### config.mk
export PLATFORM = sky130hd
export DESIGN_NAME = flh_fault_log
export DESIGN_NICKNAME = d
export VERILOG_FILES = /design/src/rtl/flh_pkg.sv /design/src/rtl/flh_fault_log.sv
export SDC_FILE = /design/constraint.sdc
export NUM_CORES = 2
export LEC_CHECK = 0
export BUFFER_PORTS_ARGS = -buffer_cell sky130_fd_sc_hd__buf_2
export CELL_PAD_IN_SITES_DETAIL_PLACEMENT = 2
export CELL_PAD_IN_SITES_GLOBAL_PLACEMENT = 2
export CORE_MARGIN = 1
export CORE_UTILIZATION = 38
export DETAILED_ROUTE_END_ITERATION = 12
export GPL_ROUTABILITY_DRIVEN = 1
export PLACE_DENSITY_LB_ADDON = 0.1
export SYNTH_ARGS = -nofsm -noshare
export SYNTH_HDL_FRONTEND = slang
export SYNTH_SLANG_ARGS = --single-unit
### constraint.sdc
create_clock -name sys_clk -period 40.9 [get_ports sys_clk]
set_clock_uncertainty 0.1 [all_clocks]
set_input_delay 2.045 -clock sys_clk [delete_from_list [all_inputs] [get_ports sys_clk]]
set_output_delay 2.045 -clock sys_clk [all_outputs]
set_load 0.1 [all_outputs]
### src/rtl/flh_pkg.sv
package flh_pkg;

  // ****************************************************************
  // sizes
  // ****************************************************************
  localparam int unsigned QUEUE_DEPTH = 8;   // history positions
  localparam int unsigned POS_W       = 3;   // position index width
  localparam int unsigned FAULT_BITS  = 16;  // configurable fault sources
  localparam int unsigned CODE_W      = 8;   // numeric fault code width
  localparam int unsigned STAMP_W     = 32;  // powered-time accumulator width
  localparam int unsigned DATA_W      = 16;  // context word width
  localparam int unsigned TEXT_CHARS  = 16;  // peripheral text length
  localparam int unsigned TEXT_W      = TEXT_CHARS * 8;

  // ****************************************************************
  // timing
  // ****************************************************************
  localparam int unsigned SYS_CLK_KHZ  = 40000;  // 40 MHz system clock
  localparam int unsigned TICK_TIME_MS = 350;    // powered-time resolution
  localparam int unsigned TICK_CYCLES  = TICK_TIME_MS * SYS_CLK_KHZ;
  // stamp in 0.0001 h units: ticks * 0.35 s / 0.36 s
  localparam int unsigned HOURS_NUM    = 35;
  localparam int unsigned HOURS_DEN    = 36;

  // ****************************************************************
  // reset values
  // ****************************************************************
  localparam logic [FAULT_BITS-1:0] LATCH_RST = 16'h0000;
  localparam logic [CODE_W-1:0]     CODE_RST  = 8'h00;
  localparam logic [STAMP_W-1:0]    STAMP_RST = 32'h0000_0000;
  localparam logic [DATA_W-1:0]     DATA_RST  = 16'h0000;
  localparam logic [POS_W-1:0]      POS_RST   = 3'h0;
  localparam logic [POS_W-1:0]      POS_LAST  = 3'h7;

  // ****************************************************************
  // nonvolatile save sequencer
  // ****************************************************************
  typedef enum logic [1:0] {
    ST_IDLE = 2'b00,
    ST_SAVE = 2'b01,
    ST_DONE = 2'b10
  } flh_save_st_t;

endpackage : flh_pkg

### src/rtl/flh_fault_log.sv
`timescale 1ns/10ps
// How it works
// - enabled faults stay latched until reset action
// - latch raises faulted, which forces coast stop
// - first fault only snapshots status, alarms, speed, amps, volts
// - faulted depends on latches only, not queue
// - no new entry while a fault latched
// - entry holds fault code and time stamp
// - new entry at position one, others shift deeper
// - full queue drops its oldest entry
// - queue copied to nonvolatile store on power loss
// - each position code readable as numeric value
// - peripheral sees fault as 16-char text
// - stamp equals powered-time timer at logging
// - power-up copies timer into power-on snapshot
// - 32-bit wrapping timer, 0.35 s tick, not writable
// - stamp readable in hours, four decimals
// - clear on input edge, param, peripheral, defaults, power-up
// - reset clears faulted; persisting fault relatches, logs
// - fault reset leaves queue; separate queue clear
// - 16-bit mask enables faults, hides disabled ones
module flh_fault_log #(
  parameter logic [31:0] TICK_CYCLES = 32'(flh_pkg::TICK_CYCLES)
) (
  input  wire logic                           sys_clk,
  input  wire logic                           rst,
  input  wire logic [flh_pkg::FAULT_BITS-1:0] fault_cond,
  input  wire logic [flh_pkg::FAULT_BITS-1:0] fault_enable_mask,
  input  wire logic [flh_pkg::DATA_W-1:0]     drive_status1,
  input  wire logic [flh_pkg::DATA_W-1:0]     drive_status2,
  input  wire logic [flh_pkg::DATA_W-1:0]     alarm_status1,
  input  wire logic [flh_pkg::DATA_W-1:0]     alarm_status2,
  input  wire logic [flh_pkg::DATA_W-1:0]     drive_speed,
  input  wire logic [flh_pkg::DATA_W-1:0]     motor_current,
  input  wire logic [flh_pkg::DATA_W-1:0]     bus_volts_raw,
  input  wire logic                           reset_input,
  input  wire logic                           fault_clear_wr,
  input  wire logic                           fault_clear_wdata,
  input  wire logic                           peripheral_port_reset,
  input  wire logic                           factory_default_req,
  input  wire logic                           queue_clear_req,
  input  wire logic                           power_loss,
  input  wire logic                           nv_restore_valid,
  input  wire logic [flh_pkg::POS_W-1:0]      nv_restore_pos,
  input  wire logic [flh_pkg::CODE_W-1:0]     nv_restore_code,
  input  wire logic [flh_pkg::STAMP_W-1:0]    nv_restore_stamp,
  input  wire logic                           nv_restore_used,
  input  wire logic                           nv_timer_restore_valid,
  input  wire logic [flh_pkg::STAMP_W-1:0]    nv_timer_restore_value,
  input  wire logic [flh_pkg::POS_W-1:0]      read_pos,
  output logic                                faulted,
  output logic                                coast_stop,
  output logic [flh_pkg::FAULT_BITS-1:0]      latched_faults,
  output logic [flh_pkg::DATA_W-1:0]          ctx_status1,
  output logic [flh_pkg::DATA_W-1:0]          ctx_status2,
  output logic [flh_pkg::DATA_W-1:0]          ctx_alarm1,
  output logic [flh_pkg::DATA_W-1:0]          ctx_alarm2,
  output logic [flh_pkg::DATA_W-1:0]          ctx_speed,
  output logic [flh_pkg::DATA_W-1:0]          ctx_current,
  output logic [flh_pkg::DATA_W-1:0]          ctx_bus_volts,
  output logic [flh_pkg::CODE_W-1:0]          queue_code_1,
  output logic [flh_pkg::CODE_W-1:0]          queue_code_2,
  output logic [flh_pkg::CODE_W-1:0]          queue_code_3,
  output logic [flh_pkg::CODE_W-1:0]          queue_code_4,
  output logic [flh_pkg::CODE_W-1:0]          queue_code_5,
  output logic [flh_pkg::CODE_W-1:0]          queue_code_6,
  output logic [flh_pkg::CODE_W-1:0]          queue_code_7,
  output logic [flh_pkg::CODE_W-1:0]          queue_code_8,
  output logic [flh_pkg::CODE_W-1:0]          read_code,
  output logic [flh_pkg::STAMP_W-1:0]         read_stamp,
  output logic [flh_pkg::STAMP_W-1:0]         read_stamp_hours,
  output logic                                read_used,
  output logic [flh_pkg::TEXT_W-1:0]          read_text,
  output logic [flh_pkg::STAMP_W-1:0]         powered_time,
  output logic [flh_pkg::STAMP_W-1:0]         power_on_time_snapshot,
  output logic                                nv_save_valid,
  output logic [flh_pkg::POS_W-1:0]           nv_save_pos,
  output logic [flh_pkg::CODE_W-1:0]          nv_save_code,
  output logic [flh_pkg::STAMP_W-1:0]         nv_save_stamp,
  output logic                                nv_save_used,
  output logic                                nv_save_done
);

  // ****************************************************************
  // helper functions
  // ****************************************************************

  // lowest set source wins when several trip together; code is index+1
  function automatic logic [flh_pkg::CODE_W-1:0] first_code(
    input logic [flh_pkg::FAULT_BITS-1:0] hits
  );
    logic [flh_pkg::CODE_W-1:0] c;
    c = flh_pkg::CODE_RST;
    for (int i = flh_pkg::FAULT_BITS - 1; i >= 0; i--) begin
      if (hits[i]) begin
        c = 8'(i + 1);
      end
    end
    return c;
  endfunction : first_code

  function automatic logic [7:0] hex_char(input logic [3:0] n);
    return (n < 4'hA) ? (8'h30 + {4'h0, n}) : (8'h37 + {4'h0, n});
  endfunction : hex_char

  function automatic logic [flh_pkg::TEXT_W-1:0] code_text(
    input logic                        used,
    input logic [flh_pkg::CODE_W-1:0]  code
  );
    if (!used) begin
      return "No fault        ";
    end
    return {"Fault code 0x", hex_char(code[7:4]), hex_char(code[3:0]), " "};
  endfunction : code_text

  // divide by a constant; one instance only, on the read path
  function automatic logic [flh_pkg::STAMP_W-1:0] to_hours(
    input logic [flh_pkg::STAMP_W-1:0] t
  );
    logic [flh_pkg::STAMP_W+5:0] p;
    p = {6'h00, t} * 38'(flh_pkg::HOURS_NUM);
    return 32'(p / 38'(flh_pkg::HOURS_DEN));
  endfunction : to_hours

  // ****************************************************************
  // powered-time timer and power-on snapshot
  // ****************************************************************
  logic [31:0]                  tick_cnt_q, tick_cnt_d;
  logic [flh_pkg::STAMP_W-1:0]  timer_q, timer_d;
  logic [flh_pkg::STAMP_W-1:0]  snap_q, snap_d;
  logic                         pu_pending_q, pu_pending_d;

  // no user write path exists; only the nonvolatile restore loads it
  always_comb begin
    tick_cnt_d   = tick_cnt_q + 32'h0000_0001;
    timer_d      = timer_q;
    snap_d       = snap_q;
    pu_pending_d = 1'b0;
    if (tick_cnt_q >= TICK_CYCLES - 32'h0000_0001) begin
      tick_cnt_d = 32'h0000_0000;
      timer_d    = timer_q + 32'h0000_0001;                  // wraps to zero
    end
    if (nv_timer_restore_valid) begin
      timer_d = nv_timer_restore_value;
      snap_d  = nv_timer_restore_value;
    end else if (pu_pending_q) begin
      snap_d  = timer_q;
    end
  end

  always_ff @(posedge sys_clk or posedge rst) begin
    if (rst) begin
      tick_cnt_q   <= 32'h0000_0000;
      timer_q      <= flh_pkg::STAMP_RST;
      snap_q       <= flh_pkg::STAMP_RST;
      pu_pending_q <= 1'b1;
    end else begin
      tick_cnt_q   <= tick_cnt_d;
      timer_q      <= timer_d;
      snap_q       <= snap_d;
      pu_pending_q <= pu_pending_d;
    end
  end

  assign powered_time           = timer_q;
  assign power_on_time_snapshot = snap_q;

  // ****************************************************************
  // fault latch, context and history queue
  // ****************************************************************
  logic [flh_pkg::FAULT_BITS-1:0] latch_q, latch_d;
  logic                           rin_q;
  logic [flh_pkg::DATA_W-1:0]     ctx_q [7];
  logic [flh_pkg::DATA_W-1:0]     ctx_d [7];
  logic [flh_pkg::CODE_W-1:0]     code_q [flh_pkg::QUEUE_DEPTH];
  logic [flh_pkg::CODE_W-1:0]     code_d [flh_pkg::QUEUE_DEPTH];
  logic [flh_pkg::STAMP_W-1:0]    stamp_q [flh_pkg::QUEUE_DEPTH];
  logic [flh_pkg::STAMP_W-1:0]    stamp_d [flh_pkg::QUEUE_DEPTH];
  logic [flh_pkg::QUEUE_DEPTH-1:0] used_q, used_d;
  logic [flh_pkg::FAULT_BITS-1:0] hits;
  logic                           any_latched;
  logic                           fault_reset;
  logic                           push;

  assign hits        = fault_cond & fault_enable_mask;
  assign any_latched = |(latch_q & fault_enable_mask);
  // power-up clearing is done by rst itself
  assign fault_reset = (reset_input & ~rin_q)
                     | (fault_clear_wr & fault_clear_wdata)
                     | peripheral_port_reset
                     | factory_default_req;
  // a fault present in the reset cycle relatches and logs at once
  assign push        = (fault_reset | ~any_latched) & (|hits);

  always_comb begin
    ctx_d   = ctx_q;
    code_d  = code_q;
    stamp_d = stamp_q;
    used_d  = used_q;
    latch_d = fault_reset ? hits : (latch_q | hits);
    if (nv_restore_valid) begin
      code_d[nv_restore_pos]  = nv_restore_code;
      stamp_d[nv_restore_pos] = nv_restore_stamp;
      used_d[nv_restore_pos]  = nv_restore_used;
    end
    // queue clear empties all positions; codes read back as zero
    if (queue_clear_req) begin
      used_d = '0;
      code_d = '{default: flh_pkg::CODE_RST};
    end
    // push after clear so a same-cycle fault is not lost
    if (push) begin
      for (int i = flh_pkg::QUEUE_DEPTH - 1; i > 0; i--) begin
        code_d[i]  = code_d[i-1];
        stamp_d[i] = stamp_d[i-1];
        used_d[i]  = used_d[i-1];
      end
      code_d[0]  = first_code(hits);
      stamp_d[0] = timer_q;
      used_d[0]  = 1'b1;
      ctx_d[0] = drive_status1;
      ctx_d[1] = drive_status2;
      ctx_d[2] = alarm_status1;
      ctx_d[3] = alarm_status2;
      ctx_d[4] = drive_speed;
      ctx_d[5] = motor_current;
      ctx_d[6] = bus_volts_raw;
    end
  end

  always_ff @(posedge sys_clk or posedge rst) begin
    if (rst) begin
      latch_q <= flh_pkg::LATCH_RST;
      rin_q   <= 1'b0;
      used_q  <= '0;
      for (int i = 0; i < 7; i++) begin
        ctx_q[i] <= flh_pkg::DATA_RST;
      end
      for (int i = 0; i < flh_pkg::QUEUE_DEPTH; i++) begin
        code_q[i]  <= flh_pkg::CODE_RST;
        stamp_q[i] <= flh_pkg::STAMP_RST;
      end
    end else begin
      latch_q <= latch_d;
      rin_q   <= reset_input;
      used_q  <= used_d;
      ctx_q   <= ctx_d;
      code_q  <= code_d;
      stamp_q <= stamp_d;
    end
  end

  // faulted ignores queue state entirely
  assign faulted        = any_latched;
  assign coast_stop     = any_latched;
  assign latched_faults = latch_q & fault_enable_mask;
  assign ctx_status1    = ctx_q[0];
  assign ctx_status2    = ctx_q[1];
  assign ctx_alarm1     = ctx_q[2];
  assign ctx_alarm2     = ctx_q[3];
  assign ctx_speed      = ctx_q[4];
  assign ctx_current    = ctx_q[5];
  assign ctx_bus_volts  = ctx_q[6];
  // one numeric code port per position
  assign queue_code_1   = code_q[0];
  assign queue_code_2   = code_q[1];
  assign queue_code_3   = code_q[2];
  assign queue_code_4   = code_q[3];
  assign queue_code_5   = code_q[4];
  assign queue_code_6   = code_q[5];
  assign queue_code_7   = code_q[6];
  assign queue_code_8   = code_q[7];

  // ****************************************************************
  // read port for stamps and peripheral text
  // ****************************************************************
  logic [flh_pkg::CODE_W-1:0]  rd_code_q, rd_code_d;
  logic [flh_pkg::STAMP_W-1:0] rd_stamp_q, rd_stamp_d;
  logic [flh_pkg::STAMP_W-1:0] rd_hours_q, rd_hours_d;
  logic                        rd_used_q, rd_used_d;
  logic [flh_pkg::TEXT_W-1:0]  rd_text_q, rd_text_d;

  // one cycle of latency keeps the divider off the output pins
  always_comb begin
    rd_code_d  = code_q[read_pos];
    rd_stamp_d = stamp_q[read_pos];
    rd_hours_d = to_hours(stamp_q[read_pos]);
    rd_used_d  = used_q[read_pos];
    rd_text_d  = code_text(used_q[read_pos], code_q[read_pos]);
  end

  always_ff @(posedge sys_clk or posedge rst) begin
    if (rst) begin
      rd_code_q  <= flh_pkg::CODE_RST;
      rd_stamp_q <= flh_pkg::STAMP_RST;
      rd_hours_q <= flh_pkg::STAMP_RST;
      rd_used_q  <= 1'b0;
      rd_text_q  <= '0;
    end else begin
      rd_code_q  <= rd_code_d;
      rd_stamp_q <= rd_stamp_d;
      rd_hours_q <= rd_hours_d;
      rd_used_q  <= rd_used_d;
      rd_text_q  <= rd_text_d;
    end
  end

  assign read_code        = rd_code_q;
  assign read_stamp       = rd_stamp_q;
  assign read_stamp_hours = rd_hours_q;
  assign read_used        = rd_used_q;
  assign read_text        = rd_text_q;

  // ****************************************************************
  // nonvolatile save on power loss
  // ****************************************************************
  flh_pkg::flh_save_st_t       st_q, st_d;
  logic [flh_pkg::POS_W-1:0]   sv_pos_q, sv_pos_d;
  logic                        sv_valid_q, sv_valid_d;
  logic [flh_pkg::CODE_W-1:0]  sv_code_q, sv_code_d;
  logic [flh_pkg::STAMP_W-1:0] sv_stamp_q, sv_stamp_d;
  logic                        sv_used_q, sv_used_d;
  logic [flh_pkg::POS_W-1:0]   sv_pos_out_q;

  // walks positions 1..8, one per cycle; live queue is sampled as it goes
  always_comb begin
    st_d       = st_q;
    sv_pos_d   = sv_pos_q;
    sv_valid_d = 1'b0;
    sv_code_d  = sv_code_q;
    sv_stamp_d = sv_stamp_q;
    sv_used_d  = sv_used_q;
    case (st_q)
      flh_pkg::ST_IDLE: begin
        if (power_loss) begin
          st_d     = flh_pkg::ST_SAVE;
          sv_pos_d = flh_pkg::POS_RST;
        end
      end
      flh_pkg::ST_SAVE: begin
        sv_valid_d = 1'b1;
        sv_code_d  = code_q[sv_pos_q];
        sv_stamp_d = stamp_q[sv_pos_q];
        sv_used_d  = used_q[sv_pos_q];
        if (sv_pos_q == flh_pkg::POS_LAST) begin
          st_d = flh_pkg::ST_DONE;
        end else begin
          sv_pos_d = sv_pos_q + 3'h1;
        end
      end
      flh_pkg::ST_DONE: begin
        st_d = flh_pkg::ST_IDLE;
      end
      default: begin
        st_d = flh_pkg::ST_IDLE;
      end
    endcase
  end

  always_ff @(posedge sys_clk or posedge rst) begin
    if (rst) begin
      st_q       <= flh_pkg::ST_IDLE;
      sv_pos_q   <= flh_pkg::POS_RST;
      sv_valid_q <= 1'b0;
      sv_code_q  <= flh_pkg::CODE_RST;
      sv_stamp_q <= flh_pkg::STAMP_RST;
      sv_used_q  <= 1'b0;
      sv_pos_out_q <= flh_pkg::POS_RST;
    end else begin
      st_q       <= st_d;
      sv_pos_q   <= sv_pos_d;
      sv_valid_q <= sv_valid_d;
      sv_code_q  <= sv_code_d;
      sv_stamp_q <= sv_stamp_d;
      sv_used_q  <= sv_used_d;
      sv_pos_out_q <= sv_pos_q;                                   // lines up with entry data
    end
  end

  assign nv_save_valid = sv_valid_q;
  assign nv_save_pos   = sv_pos_out_q;
  assign nv_save_code  = sv_code_q;
  assign nv_save_stamp = sv_stamp_q;
  assign nv_save_used  = sv_used_q;
  assign nv_save_done  = (st_q == flh_pkg::ST_DONE);

endmodule : flh_fault_log

==> Flow_metrics.wiki <==
{| class="wikitable"
! Metric !! Value
|-
| Kind of capture point of the worst setup path || flip-flop
|-
| Post-synthesis average cell area || 9.599 µm²
|-
| Core Footprint || 111300 µm²
|-
| Levels on crit path || 66
|-
| Final total negative setup slack || 0 ns
|-
| Start point of the critical path || read_pos[0]
|-
| Die footprint || 114200 µm²
|-
| Post-layout min period || 23.27 ns
|-
| Most used cell along the critical path || nor2_1
|-
| Achievable clock frequency || 42.98 MHz
|-
| # rows || 122
|-
| DR iter-0 viols || 2570
|-
| Via count || 38880
|-
| Maximum count of clock buffers along a single path || 3
|-
| Most used standard cell by instance count after synthesis || dfrtp_1
|-
| Startpoint of the most critical register-to-register path || stamp_q[159]
|-
| Worst path top cell family by delay || compound AO/OA/AOI/OAI gates
|-
| Cell type contributing the most total cell area after synthesis || dfrtp_1
|-
| Cell depth of the worst flop-to-flop path || 65
|-
| Clock tree root driver cell || clkbuf_16
|-
| Worst flop-to-flop path endpoint || read_stamp_hours[0]
|-
| Share of flip-flops with an asynchronous set or reset || 1.000
|-
| M1 WL || 70230 µm
|-
| Number of synthesized register bits || 693
|-
| Number of levels in the clock H-tree || 3
|-
| Number of enable flip-flop cells after synthesis || 0
|-
| Overflow left after global routing || 0
|-
| Number of warnings issued by yosys || 0
|-
| Post-synth top flop || dfrtp_1
|-
| Post-route clock period utilization || 0.5689
|-
| Total clock buffers created by CTS || 88
|-
| Area growth, synth to finish || 16.36%
|-
| Global-route usage over all layers || 0.3038
|-
| Half-perimeter wire length after detailed placement || 123600 µm
|-
| Pin count of the biggest net entering global routing || 99
|-
| Met3 layer wire length in the routed design || 11440 µm
|-
| Global-route wire length before repair || 265800 µm
|-
| Critical path required time || 41.32 ns
|-
| DR WL met2 || 89520 µm
|-
| Post_cts resized || 0
|-
| DR DRC count || 0
|-
| Total wirelength of the detailed-routed design || 176800 µm
|-
| Count of hold-fix buffers inserted at cts || 0
|-
| Crit-path slowest cell || buf_4
|-
| Layout cell share with drive strength beyond 1 || 0.2426
|-
| Class of the most critical setup path || input pin to flip-flop
|-
| Leading cell types by count after synthesis || dfrtp_1 (692), nand2_1 (595), nor2_1 (571), inv_1 (215), clkbuf_1 (214)
|-
| Worst setup path endpoint || read_stamp_hours[0]
|-
| Wire per inst || 27.10 µm
|-
| TritonCTS sink count || 693
|-
| Number of nets in the final layout || 5315
|-
| Initial antenna violation count || 34
|-
| Register-to-register setup slack || 19.78 ns
|-
| Clock latency on the worst-skew pair || 0.67 ns
|-
| Post-synthesis cell count || 4467
|-
| Crit path buffers/inverters || 4
|-
| Portion of synthesized cell area occupied by the leading cell type || 0.4039
|-
| Number of setup buffers added after CTS || 0
|-
| Max-cap violation count || 0
|-
| DR pass1 iterations || 8
|-
| Critical Path AT || 23.69 ns
|-
| Reg clk slew, reported paths || 0.05 ns
|-
| Cell types occupying the most area after synthesis || dfrtp_1 (40%), mux4_2 (8.6%), nand2_1 (5.2%)
|-
| Pins over their slew limit || 0
|-
| Die outline height || 337.9 µm
|-
| Count of endpoints failing setup in the final report || 0
|-
| CP Launch Type || input pin
|-
| Least-Margin Pin Slew || 1.097 ns
|-
| Number of global-route vias before repair || 41880
|-
| Antenna violation net count after detailed routing || 0
|-
| Maximum fanout along the worst path || 45
|-
| Part of the Yosys area used for sequential elements || 0.4045
|-
| Hold Path Class || flip-flop to flip-flop
|-
| Number of vias per cell || 5.959
|-
| Hold violation total from the final report || 0
|-
| Gpl congestion || 0.9002
|-
| CTS tree || done
|-
| Rel. slew slack || 0.2686
|-
| Distinct cells, synth || 136
|-
| Cell area after synthesis || 42880 µm²
|-
| Top sig layer || met5
|-
| Starting utilization of the core area || 0.3853
|-
| X dimension of the die || 337.9 µm
|-
| Status || completed
|-
| Unrepaired setup endpoints after global routing || false
|-
| Count of buffers inserted at the top-level ports || 682
|-
| I/O Pins || 739
|-
| Worst hold slack after final layout || 0.3702 ns
|-
| Slowest stage delay, CP || 0.90 ns
|}
cells by family (layout without fill, tap and decap cells):
logic type,count (synthesis),count (layout),share of synthesized area
AOI/OAI and AO/OA,991,991,0.1676
xor gates and xnor gates,121,121,0.02524
adders and majority gates,133,133,0.04365
buffers and inverters,621,1111,0.06609
DFF,693,693,0.4045
muxes,387,387,0.1400
other,2,81,0.0001751
and+or+nand+nor,1519,1519,0.1528
worst min-delay path by stage:
stage	from	end	slack, ns	depth (start not counted)
after CTS	ctx_alarm2[14]	ctx_alarm2[14]	0.37	2
final	latch_q[11]	latch_q[11]	0.37	1
after detailed placement	ctx_status2[12]	ctx_status2[12]	0.36	2
after floorplan	sv_pos_q[2]	nv_save_pos[2]	0.28	0
after global placement	latch_q[8]	latch_q[8]	0.35	2
after global routing	ctx_alarm2[4]	ctx_alarm2[4]	0.39	2
cells in the final DEF (no fill, tap or decap), types with 31 or more instances in the layout:
cell       count
dfrtp_1      689
a222oi_1      73
o21ai_0      137
a21o_1        31
mux4_2       164
a211oi_1      64
nor3_1        58
and2_1        40
xor2_1        50
inv_1        214
buf_4         54
ha_1         102
o22ai_1      180
conb_1        66
nand2_1      595
nand3_1       77
mux2i_1      165
o21a_1        33
buf_2        680
a21oi_1      159
mux2_2        53
xnor2_1       68
nor2_1       567
clkbuf_16     89
cell type report:
type / count / area, µm²
Multi-Input combinational cell: 3217 / 23100
Antenna cell: 15 / 37.54
Inverter: 216 / 819.5
Fill cell: 12010 / 61390
Clock inverter: 30 / 312.8
Clock buffer: 130 / 2581
Tap cell: 1488 / 1862
Sequential cell: 693 / 17350
Timing Repair Buffer: 735 / 3820
stage by stage:
stage            util  setup slack [ns]  cells  area, µm²
3_3_place_gp   0.4220             18.02   6349      46960
6_report       0.4483             17.63   6524      49890
2_1_floorplan       -             19.32   4531      43120
4_1_cts        0.4480             17.75   6509      49850
5_1_grt        0.4482             16.01   6519      49880
3_5_place_dp   0.4220             17.18   6349      46960
sequential cells by signal, summed over array words and instances (netlist names), 17 cells and up:
| signal | cells |
|---|---|
| nv_save_stamp | 32 |
| power_on_time_snapshot | 32 |
| powered_time | 32 |
| read_stamp | 32 |
| read_stamp_hours | 32 |
| read_text | 17 |
| stamp_q | 256 |
| tick_cnt_q | 32 |
metal layers:
| layer | vias to the layer above | global-route usage |
|---|---|---|
| met5 | - | 0 |
| met4 | 26 | 0.1026 |
| li1 | 16890 | - |
| met3 | 312 | 0.06155 |
| met1 | 20370 | 0.3735 |
| met2 | 1281 | 0.5283 |
Power is left out: the tool's default activity adds up to more than one toggle a clock period on the data nets, which glitch-free logic cannot reach.
